==> src/hw/uml_pkg.sv <==
// Package for the serial port mode/modem control and link/modem status block.
// Assumes a 32-bit APB slave with byte addresses and one aligned word per register.
package uml_pkg;

   // APB byte addresses
   localparam logic [7:0] ADDR_MODEM_MODE_CONTROL   = 8'h04;
   localparam logic [7:0] ADDR_INTERRUPT_ENABLE_REG = 8'h08;
   localparam logic [7:0] ADDR_EXTENDED_CONTROL_ONE = 8'h0c;
   localparam logic [7:0] ADDR_IR_CONTROL_TWO       = 8'h10;
   localparam logic [7:0] ADDR_LINK_STATUS          = 8'h14;
   localparam logic [7:0] ADDR_MODEM_STATUS         = 8'h18;
   localparam logic [7:0] ADDR_AUX_STATUS_CONTROL   = 8'h1c;

   // Reset values and IR-mode modem status constant
   localparam logic [7:0] RST_MODEM_MODE_CONTROL = 8'h00;
   localparam logic [7:0] RST_LINK_STATUS        = 8'h60;
   localparam logic [7:0] MSR_IR_CONSTANT        = 8'h30;

   // Control register field positions
   localparam int MCR_DTR      = 0;
   localparam int MCR_RTS      = 1;
   localparam int MCR_RILP_DMA = 2;
   localparam int MCR_GATE_DFR = 3;
   localparam int MCR_LOOP     = 4;
   localparam int MCR_MODE_LSB = 5;
   localparam int EXC1_EXT     = 0;
   localparam int EXC1_LOOP    = 4;
   localparam int IER_LS       = 2;
   localparam int IER_MS       = 3;
   localparam int IRC2_MSSEL   = 1;

   // Link status field positions
   localparam int LS_RX_DATA_PRESENT  = 0;
   localparam int LS_OVR   = 1;
   localparam int LS_PAR   = 2;
   localparam int LS_FRM   = 3;
   localparam int LS_BRK   = 4;
   localparam int LS_TX_HOLDING_EMPTY = 5;
   localparam int LS_TX_FULLY_IDLE = 6;
   localparam int LS_ERINF = 7;

   // Aux bits cleared by each soft reset
   localparam logic [7:0] AUX_RX_SOFT_MASK = 8'h33;
   localparam logic [7:0] AUX_TX_SOFT_MASK = 8'h44;

   typedef enum logic [2:0] {
      UML_MODE_SERIAL = 3'b000,
      UML_MODE_ASK_IR = 3'b010,
      UML_MODE_SIR    = 3'b011,
      UML_MODE_RC_IR  = 3'b110
   } uml_mode_e;

   typedef enum logic [1:0] {
      UML_RS_IDLE     = 2'b00,
      UML_RS_HUNT     = 2'b01,
      UML_RS_WAIT_ONE = 2'b10
   } uml_resync_e;

endpackage

==> src/hw/uml_ctrl_status.sv <==
// Modem/mode control, link status and modem status registers of a serial port with IR modes.
// Assumes an APB master on clk_sys_i and a receiver/transmitter core on the same clock;
// modem pins are asynchronous and synchronised here.
//
// Functional notes
// - Legacy, no loopback: interrupt output driven only while control bit 3 is one.
// - Loopback bit is one flop shared by control bit 4 and extended bit 4.
// - Extended: interrupt always enabled; loopback only via extended control bit 4.
// - Bits 0/1 drive terminal-ready/request-to-send low; extended loopback fans them out.
// - Extended bit 2 enables DMA; DMA cycles always hit the data holding path.
// - Extended bit 3 enables transmit deferral, effective only with transmit FIFO on.
// - Extended bits 7-5 select serial, amplitude-shift IR, serial IR or remote IR.
// - Mode change flushes FIFOs, clears link status bits 1-4 and aux register; modem deltas only with select bit clear.
// - Link status bits 1-4 sticky until reset, receiver soft reset, mode change or read; reset 60h.
// - Any set link error bit 1-4 raises the link status interrupt when enabled.
// - Bit 0 shows received data waiting in holding register or FIFO.
// - Bit 1 flags overrun; new character dropped; cleared on read.
// - Bit 2 flags parity error as character reaches output; cleared on read.
// - Bit 3 flags zero stop bit as character reaches output; cleared on read.
// - After framing error next zero bit is a start bit, a one bit idles.
// - Bit 4 flags break; after break wait for a one before next start.
// - Bit 5 transmit storage empty, cleared by data write; bit 6 also idle front end.
// - Bit 7 flags errored character in FIFO; zero in legacy non-FIFO; cleared on read.
// - IR mode with select bit set: modem status reads constant 30h.
// - Loopback disconnects modem input pins; status inputs come from control bits.
// - Modem delta bits raise event when enabled; cleared on reset, read, mode change with select bit clear.
// - Deltas on any change of clear-to-send, set-ready, carrier; ring on rising pin.
// - Modem status bits 7-4 show inverted modem input pin levels.
`timescale 1ns/10ps
module uml_ctrl_status (
   // Clock and reset
   input  wire logic       clk_sys_i,
   input  wire logic       sys_rst_i,
   // APB slave
   input  wire logic       psel_i,
   input  wire logic       penable_i,
   input  wire logic       pwrite_i,
   input  wire logic [7:0] paddr_i,
   input  wire logic [31:0] pwdata_i,
   output logic      [31:0] prdata_o,
   output logic            pready_o,
   output logic            pslverr_o,
   // Modem pins, active low, asynchronous
   input  wire logic       cts_n_i,
   input  wire logic       dsr_n_i,
   input  wire logic       ri_n_i,
   input  wire logic       dcd_n_i,
   output logic            dtr_n_o,
   output logic            rts_n_o,
   // Receiver core
   input  wire logic       rx_soft_rst_i,
   input  wire logic       rx_fifo_en_i,
   input  wire logic       rx_data_avail_i,
   input  wire logic       rx_store_full_i,
   input  wire logic       rx_char_done_i,
   input  wire logic       rx_char_fe_i,
   input  wire logic       rx_char_brk_i,
   input  wire logic       rx_bit_stb_i,
   input  wire logic       rx_bit_i,
   input  wire logic       rx_head_stb_i,
   input  wire logic       rx_head_pe_i,
   input  wire logic       rx_head_fe_i,
   input  wire logic       rx_head_brk_i,
   input  wire logic       rx_fifo_err_i,
   output logic            rx_char_drop_o,
   output logic            rx_start_o,
   output logic            rx_start_block_o,
   // Transmitter core
   input  wire logic       tx_soft_rst_i,
   input  wire logic       tx_fifo_en_i,
   input  wire logic       tx_data_wr_i,
   input  wire logic       tx_holding_empty_i,
   input  wire logic       tx_front_idle_i,
   output logic            transmit_deferral_on_o,
   // Mode, DMA and interrupt
   input  wire logic       dma_ack_i,
   input  wire logic       irq_src_i,
   output logic [2:0]      operating_mode_sel_o,
   output logic            fifo_flush_o,
   output logic            dma_enable_o,
   output logic            dma_data_path_o,
   output logic            modem_status_event_o,
   output logic            irq_o
);

   logic [3:0] mcr_q;
   logic       loop_q;
   logic [2:0] mode_q;
   logic [7:0] ier_q, exc1_q, irc2_q, aux_q;
   logic [7:0] lsr_q;
   logic       tx_rdy_q;
   logic [3:0] msd_q;
   logic [3:0] sync1_q, sync2_q, prev_q;
   logic [7:0] rd_mux, rd_cap_q;
   logic       rd_hit;
   logic       ext, ir_mode, legacy_nofifo, err_modes, mode_chg, fifo_flush_q;
   logic [2:0] eff_mode, mode_d;
   logic [3:0] lp_act, in_act, delta;
   logic       wr_acc, rd_acc, setup;
   uml_pkg::uml_resync_e rs_q;

   assign setup  = psel_i && !penable_i;
   assign wr_acc = psel_i && penable_i && pwrite_i;
   assign rd_acc = psel_i && penable_i && !pwrite_i;
   assign ext    = exc1_q[uml_pkg::EXC1_EXT];
   assign eff_mode = ext ? mode_q : uml_pkg::UML_MODE_SERIAL;
   assign ir_mode  = ext && (mode_q != uml_pkg::UML_MODE_SERIAL);
   assign err_modes = (eff_mode != uml_pkg::UML_MODE_RC_IR);
   assign legacy_nofifo = !ext && !rx_fifo_en_i;

   // Modem pin synchronisers; order {dcd, ri, dsr, cts}
   always_ff @(posedge clk_sys_i or posedge sys_rst_i) begin
      if (sys_rst_i) begin
         sync1_q <= 4'h0;
         sync2_q <= 4'h0;
      end else begin
         sync1_q <= {~dcd_n_i, ~ri_n_i, ~dsr_n_i, ~cts_n_i};
         sync2_q <= sync1_q;
      end
   end

   // Looped inputs, asserted-high, from control bits
   always_comb begin
      if (ext) begin
         lp_act = {mcr_q[uml_pkg::MCR_RTS], mcr_q[uml_pkg::MCR_DTR],
                   mcr_q[uml_pkg::MCR_DTR], mcr_q[uml_pkg::MCR_RTS]};
      end else begin
         lp_act = {mcr_q[uml_pkg::MCR_GATE_DFR], mcr_q[uml_pkg::MCR_RILP_DMA],
                   mcr_q[uml_pkg::MCR_DTR], mcr_q[uml_pkg::MCR_RTS]};
      end
   end
   assign in_act = loop_q ? lp_act : sync2_q;

   // Ring flags on the pin rising, i.e. the asserted level falling
   assign delta = {in_act[3] ^ prev_q[3], prev_q[2] & ~in_act[2],
                   in_act[1] ^ prev_q[1], in_act[0] ^ prev_q[0]};

   always_ff @(posedge clk_sys_i or posedge sys_rst_i) begin
      if (sys_rst_i) begin
         prev_q <= 4'h0;
      end else begin
         prev_q <= in_act;
      end
   end

   // Control registers
   always_comb begin
      mode_d = mode_q;
      if (wr_acc && paddr_i == uml_pkg::ADDR_MODEM_MODE_CONTROL && ext) begin
         mode_d = pwdata_i[uml_pkg::MCR_MODE_LSB +: 3];
      end
   end
   assign mode_chg = (mode_d != mode_q);

   always_ff @(posedge clk_sys_i or posedge sys_rst_i) begin
      if (sys_rst_i) begin
         mcr_q  <= uml_pkg::RST_MODEM_MODE_CONTROL[3:0];
         loop_q <= 1'b0;
         mode_q <= uml_pkg::RST_MODEM_MODE_CONTROL[7:5];
         ier_q  <= 8'h00;
         exc1_q <= 8'h00;
         irc2_q <= 8'h00;
      end else begin
         mode_q <= mode_d;
         if (wr_acc) begin
            case (paddr_i)
               uml_pkg::ADDR_MODEM_MODE_CONTROL: begin
                  mcr_q <= pwdata_i[3:0];
                  if (!ext) begin
                     loop_q <= pwdata_i[uml_pkg::MCR_LOOP];
                  end
               end
               uml_pkg::ADDR_EXTENDED_CONTROL_ONE: begin
                  exc1_q <= pwdata_i[7:0];
                  loop_q <= pwdata_i[uml_pkg::EXC1_LOOP];
               end
               uml_pkg::ADDR_INTERRUPT_ENABLE_REG: ier_q  <= pwdata_i[7:0];
               uml_pkg::ADDR_IR_CONTROL_TWO:       irc2_q <= pwdata_i[7:0];
               default: ;
            endcase
         end
      end
   end

   // Aux register: only its write and clearing behaviour live here
   always_ff @(posedge clk_sys_i or posedge sys_rst_i) begin
      if (sys_rst_i) begin
         aux_q <= 8'h00;
      end else if (mode_chg) begin
         aux_q <= 8'h00;
      end else begin
         if (wr_acc && paddr_i == uml_pkg::ADDR_AUX_STATUS_CONTROL) begin
            aux_q <= pwdata_i[7:0];
         end else begin
            aux_q <= aux_q & ~({8{rx_soft_rst_i}} & uml_pkg::AUX_RX_SOFT_MASK)
                           & ~({8{tx_soft_rst_i}} & uml_pkg::AUX_TX_SOFT_MASK);
         end
      end
   end

   // Link status; new events win over a same-cycle clear
   always_ff @(posedge clk_sys_i or posedge sys_rst_i) begin
      if (sys_rst_i) begin
         lsr_q <= uml_pkg::RST_LINK_STATUS;
      end else begin
         logic [7:0] clr, set;
         clr = 8'h00;
         set = 8'h00;
         // Only bits the read actually returned are cleared, so nothing is lost
         if (rd_acc && paddr_i == uml_pkg::ADDR_LINK_STATUS) begin
            clr = rd_cap_q & 8'h9e;
         end
         if (rx_soft_rst_i || mode_chg) begin
            clr = clr | 8'h1e;
         end
         set[uml_pkg::LS_OVR] = rx_char_done_i && rx_store_full_i;
         if (rx_head_stb_i && err_modes) begin
            set[uml_pkg::LS_PAR] = rx_head_pe_i;
            set[uml_pkg::LS_FRM] = rx_head_fe_i;
            set[uml_pkg::LS_BRK] = rx_head_brk_i;
         end
         set[uml_pkg::LS_ERINF] = rx_fifo_err_i && !legacy_nofifo && err_modes;
         lsr_q[4:1] <= (lsr_q[4:1] & ~clr[4:1]) | set[4:1];
         lsr_q[uml_pkg::LS_ERINF] <= legacy_nofifo ? 1'b0 :
            ((lsr_q[uml_pkg::LS_ERINF] & ~clr[uml_pkg::LS_ERINF]) | set[uml_pkg::LS_ERINF]);
         lsr_q[uml_pkg::LS_RX_DATA_PRESENT]  <= rx_data_avail_i;
         lsr_q[uml_pkg::LS_TX_FULLY_IDLE] <= tx_rdy_q && tx_front_idle_i;
         lsr_q[uml_pkg::LS_TX_HOLDING_EMPTY] <= tx_rdy_q;
      end
   end

   // Transmit ready drops on a data write and returns when storage drains
   always_ff @(posedge clk_sys_i or posedge sys_rst_i) begin
      if (sys_rst_i) begin
         tx_rdy_q <= 1'b1;
      end else if (tx_data_wr_i) begin
         tx_rdy_q <= 1'b0;
      end else if (tx_holding_empty_i) begin
         tx_rdy_q <= 1'b1;
      end
   end

   // Modem status deltas
   always_ff @(posedge clk_sys_i or posedge sys_rst_i) begin
      if (sys_rst_i) begin
         msd_q <= 4'h0;
      end else begin
         logic [3:0] clr;
         clr = 4'h0;
         if (rd_acc && paddr_i == uml_pkg::ADDR_MODEM_STATUS) begin
            clr = rd_cap_q[3:0];
         end
         if (mode_chg && !irc2_q[uml_pkg::IRC2_MSSEL]) begin
            clr = 4'hf;
         end
         msd_q <= (msd_q & ~clr) | delta;
      end
   end

   // Resynchronisation after framing error or break
   always_ff @(posedge clk_sys_i or posedge sys_rst_i) begin
      if (sys_rst_i) begin
         rs_q <= uml_pkg::UML_RS_IDLE;
      end else if (rx_soft_rst_i) begin
         rs_q <= uml_pkg::UML_RS_IDLE;
      end else if (rx_char_done_i && rx_char_brk_i) begin
         rs_q <= uml_pkg::UML_RS_WAIT_ONE;
      end else if (rx_char_done_i && rx_char_fe_i) begin
         rs_q <= uml_pkg::UML_RS_HUNT;
      end else if (rx_bit_stb_i) begin
         case (rs_q)
            uml_pkg::UML_RS_HUNT:     rs_q <= uml_pkg::UML_RS_IDLE;
            uml_pkg::UML_RS_WAIT_ONE: begin
               if (rx_bit_i) begin
                  rs_q <= uml_pkg::UML_RS_IDLE;
               end
            end
            default:                  rs_q <= uml_pkg::UML_RS_IDLE;
         endcase
      end
   end
   assign rx_start_o = (rs_q == uml_pkg::UML_RS_HUNT) && rx_bit_stb_i && !rx_bit_i;
   assign rx_start_block_o = (rs_q == uml_pkg::UML_RS_WAIT_ONE);
   assign rx_char_drop_o = rx_char_done_i && rx_store_full_i;

   // Read mux
   always_comb begin
      rd_mux = 8'h00;
      rd_hit = 1'b1;
      case (paddr_i)
         uml_pkg::ADDR_MODEM_MODE_CONTROL:
            rd_mux = ext ? {mode_q, 1'b0, mcr_q} : {3'b000, loop_q, mcr_q};
         uml_pkg::ADDR_INTERRUPT_ENABLE_REG: rd_mux = ier_q;
         uml_pkg::ADDR_EXTENDED_CONTROL_ONE:
            rd_mux = {exc1_q[7:5], loop_q, exc1_q[3:0]};
         uml_pkg::ADDR_IR_CONTROL_TWO:       rd_mux = irc2_q;
         uml_pkg::ADDR_LINK_STATUS:          rd_mux = lsr_q;
         uml_pkg::ADDR_MODEM_STATUS:
            rd_mux = (ir_mode && irc2_q[uml_pkg::IRC2_MSSEL]) ?
                     uml_pkg::MSR_IR_CONSTANT : {in_act, msd_q};
         uml_pkg::ADDR_AUX_STATUS_CONTROL:   rd_mux = aux_q;
         default: rd_hit = 1'b0;
      endcase
   end

   // Read data captured in the setup cycle and held through the access
   always_ff @(posedge clk_sys_i or posedge sys_rst_i) begin
      if (sys_rst_i) begin
         rd_cap_q <= 8'h00;
      end else if (setup && !pwrite_i) begin
         rd_cap_q <= rd_mux;
      end
   end
   assign prdata_o  = {24'h000000, rd_cap_q};
   assign pready_o  = 1'b1;
   assign pslverr_o = psel_i && penable_i && !rd_hit;

   always_ff @(posedge clk_sys_i or posedge sys_rst_i) begin
      if (sys_rst_i) begin
         fifo_flush_q <= 1'b0;
      end else begin
         fifo_flush_q <= mode_chg;
      end
   end

   // Outputs
   assign fifo_flush_o = fifo_flush_q;
   assign dtr_n_o = ~mcr_q[uml_pkg::MCR_DTR];
   assign rts_n_o = ~mcr_q[uml_pkg::MCR_RTS];
   assign operating_mode_sel_o = eff_mode;
   assign dma_enable_o = ext && mcr_q[uml_pkg::MCR_RILP_DMA];
   // Software is expected to mask tx/rx interrupts itself while DMA runs
   assign dma_data_path_o = dma_enable_o && dma_ack_i;
   assign transmit_deferral_on_o = ext && mcr_q[uml_pkg::MCR_GATE_DFR] && tx_fifo_en_i;
   assign modem_status_event_o = (msd_q != 4'h0) && ier_q[uml_pkg::IER_MS];

   logic irq_req, irq_gate;
   assign irq_req = irq_src_i || modem_status_event_o ||
                    ((lsr_q[4:1] != 4'h0) && ier_q[uml_pkg::IER_LS]);
   assign irq_gate = ext || loop_q || mcr_q[uml_pkg::MCR_GATE_DFR];
   assign irq_o = irq_req && irq_gate;
endmodule

==> config.mk <==
export PLATFORM = sky130hd
export DESIGN_NAME = uml_ctrl_status
export DESIGN_NICKNAME = d
export VERILOG_FILES = /design/src/hw/uml_pkg.sv /design/src/hw/uml_ctrl_status.sv
export SDC_FILE = /design/constraint.sdc
export NUM_CORES = 1
export LEC_CHECK = 0
export ABC_AREA = 1
export BUFFER_PORTS_ARGS = -buffer_cell sky130_fd_sc_hd__buf_2
export CORE_AREA = 2 2 92 94
export CTS_CLUSTER_SIZE = 16
export DETAILED_ROUTE_END_ITERATION = 8
export DIE_AREA = 0 0 94 96
export HOLD_SLACK_MARGIN = 0.15
export PLACE_DENSITY = 0.88
export SYNTH_ARGS = -nofsm -noshare
export SYNTH_HDL_FRONTEND = slang
export SYNTH_SLANG_ARGS = --single-unit
==> constraint.sdc <==
create_clock -name clk_sys_i -period 3.5 [get_ports clk_sys_i]
set_input_delay 0.7 -clock clk_sys_i [delete_from_list [all_inputs] [get_ports clk_sys_i]]
set_output_delay 0.7 -clock clk_sys_i [all_outputs]
set_load 0.03 [all_outputs]
==> qor.txt <==
Worst Tran Pin Value: 0.705 ns
Avg Synthesized Cell Area: 8.00 sq um
final wirelength: 10.5 mm
Initial Util: 48.7%
status: completed
Die Wd: 94 microns
Synth Flop Type: dfrtp_1
Yosys top cell area share: 46.0%
Fill cells: 749
ant diodes: 0
cell taking the most area after synthesis: dfrtp_1
Root Driver: clkbuf_8
Final Cell Area: 4500 sq um
FMAX: 378 MHz
critical path required time: 2.80 ns
LEAKAGE: 2.45 nW
first-pass GRT wire length: 16.4 mm
Final Hold Vio Count: 0
Design Power: 1.91 mW
CP Capture Type: output port
Tot GR Track Use: 24.2%
FFs w/ async S/R, synth: 100%
Seq/Total Area, Yosys: 48.0%
Port Buffers: 68
Num CTS Buffers: 9
Synth Instances: 490
synth unique cells: 39
htree depth: 3
Final Skew: 0.0178 ns
initial antenna violation count: 0
Finished Layout Cells: 670
Worst-path clk slew: 0.08 ns
Ports: 118
Post-CTS Setup Repair Bufs: 0
setup TNS: 0 ns
Inst Count DP: 654
DR DRC count: 0
number of global-route vias before repair: 3409
area of the core: 8050 sq um
commonest non-fill, non-tap cell in the layout: nand2_1
layout cells sized above 1: 20.4%
worst skew pair latency: 0.37 ns
post-CTS sizing: 0
Vias/cell: 5.31
kind of critical path: input port to output port
GP Congestion: 1.01
hold buffer count at CTS: 0
Antenna Nets Post-Route: 0
area growth from synthesis to layout: 14.9%
Final setup violation count: 0
Yosys reg bits: 75
Max Cap Viol: 0
Iter 0 DRT Violations: 280
Post-Synthesis Cell Area: 3920 sq um
Ys Warns: 0
Site Rows: 33
Max-slew headroom: 52.9%
Longest Clk Path Bufs: 2
synth top area cells: dfrtp_1 (46%), nand2_1 (13%), inv_1 (6.4%)
final period demand of the worst path: 2.64 ns
CTS tree: done
clk sink count: 75
Worst Setup Start Kind: input port
largest net degree at the start of global routing: 45
grt ovf: 0
Peak VDD IR: 0.234 mV
DP Area: 4260 sq um
Final period util: 75.5%
Initial DRT Pass Iterations: 5
most frequent cells in the layout: nand2_1 (138), dfrtp_1 (72), buf_2 (68)
via count: 3556
Final Max Slew Viols: 0
CP Data Arrival Time: 1.94 ns
die area: 9020 sq um
Post-synth EDFFs: 0
DP HPWL: 7.88 mm
NumNets Final: 630
Die H: 96 microns
RSZ-0062 raised after global routing: false
CP max FO: 8
P per Cell Area: 424 nW/um^2
post-detailed-route wirelength per cell: 15.6 microns
type of the worst min-delay path: flip-flop to flip-flop
[through the flow]
| stage | utilization, % | hold slack [ns] | setup slack [ns] |
|---|---|---|---|
| floorplan | - | 0.331 | 0.849 |
| global placement | 52.9 | 0.333 | 0.911 |
| detailed placement | 52.9 | 0.337 | 0.882 |
| CTS | 55.9 | 0.354 | 0.880 |
| global route | 55.9 | 0.365 | 0.762 |
| finish | 55.9 | 0.352 | 0.857 |
[power breakdown]
| part | total [mW] | leakage, nW | switching [mW] | internal (mW) |
|---|---|---|---|---|
| Sequential | 0.905 | 0.959 | 0.0149 | 0.890 |
| Combinational | 0.170 | 1.36 | 0.125 | 0.0448 |
| Clock | 0.834 | 0.125 | 0.335 | 0.498 |
[worst max-delay path: stages]
cell	delay, ns
buf_2	0.11
nor2_2	0.15
nand3_1	0.21
nor2_4	0.29
inv_1	0.11
nand3_1	0.11
nor3_1	0.07
buf_2	0.18
[per-layer routing]
metal / global-route usage, % / up-vias / part of all wire (%)
li1: - / 1652 / -
met4: 11.4 / 0 / 3.1
met2: 41.6 / 175 / 49
met5: 0 / - / 0
met1: 29.3 / 1696 / 41
met3: 5.01 / 33 / 7.0
[cell families (layout without fill, tap and decap cells)]
group | count (synthesis) | after routing | synth area share (%)
buffers and inverters | 104 | 156 | 13.1
AO/OA/AOI/OAI | 88 | 88 | 12.5
flip-flops | 75 | 75 | 48.0
XOR/XNOR | 3 | 3 | 0.671
AND/OR/NAND/NOR | 218 | 218 | 25.6
other | 2 | 25 | 0.192
[worst paths after layout]
check,start,end,slack (ns),cells past startpoint
worst max-delay path,paddr_i[1],pslverr_o,0.86,8
min in group asynchronous,sys_rst_i,lsr_q[7]$_DFF_PP0_,0.45,2
worst max register to register,exc1_q[0]$_DFFE_PP0P_,rd_cap_q[7]$_DFFE_PP0P_,1.52,8
max in group asynchronous,sys_rst_i,tx_rdy_q$_DFFE_PP1P_,2.33,3
worst min-delay path,sync1_q[0]$_DFF_PP0_,sync2_q[0]$_DFF_PP0_,0.35,0
worst min register to register,sync1_q[0]$_DFF_PP0_,sync2_q[0]$_DFF_PP0_,0.35,0
[cells in the mapped netlist (2+ instances only)]
cell / number
a31oi_1: 9
xor2_1: 2
nand2_4: 3
o211ai_1: 2
conb_1: 2
nor2_4: 6
dfrtp_1: 72
a21oi_1: 11
nand2_2: 7
dfstp_2: 3
nand2_1: 138
buf_2: 4
o22ai_1: 3
nand4_1: 6
nor2_2: 2
inv_2: 2
nand3_1: 21
o21ai_1: 7
nor2_1: 24
nor3_1: 6
o21ai_0: 48
inv_1: 67
buf_4: 29
[registers in the layout (all words and copies together) (netlist names), 2 cells and up]
register  cells
exc1_q        7
mode_q        3
aux_q         8
sync2_q       4
lsr_q         8
prev_q        4
ier_q         8
rd_cap_q      8
irc2_q        8
mcr_q         4
sync1_q       4
msd_q         4
rs_q          2
[area by class of cell]
cell class | count | area, sq um | area share (%)
well taps | 105 | 131 | 2.92
repair buffers | 70 | 368 | 8.17
clock buffers | 11 | 141 | 3.14
multi-input cells | 334 | 1610 | 35.8
clock inverters | 5 | 108 | 2.39
flip-flops and latches | 75 | 1880 | 41.7
inverters | 70 | 263 | 5.83
Note: power is estimated with default switching activity, not from simulation.
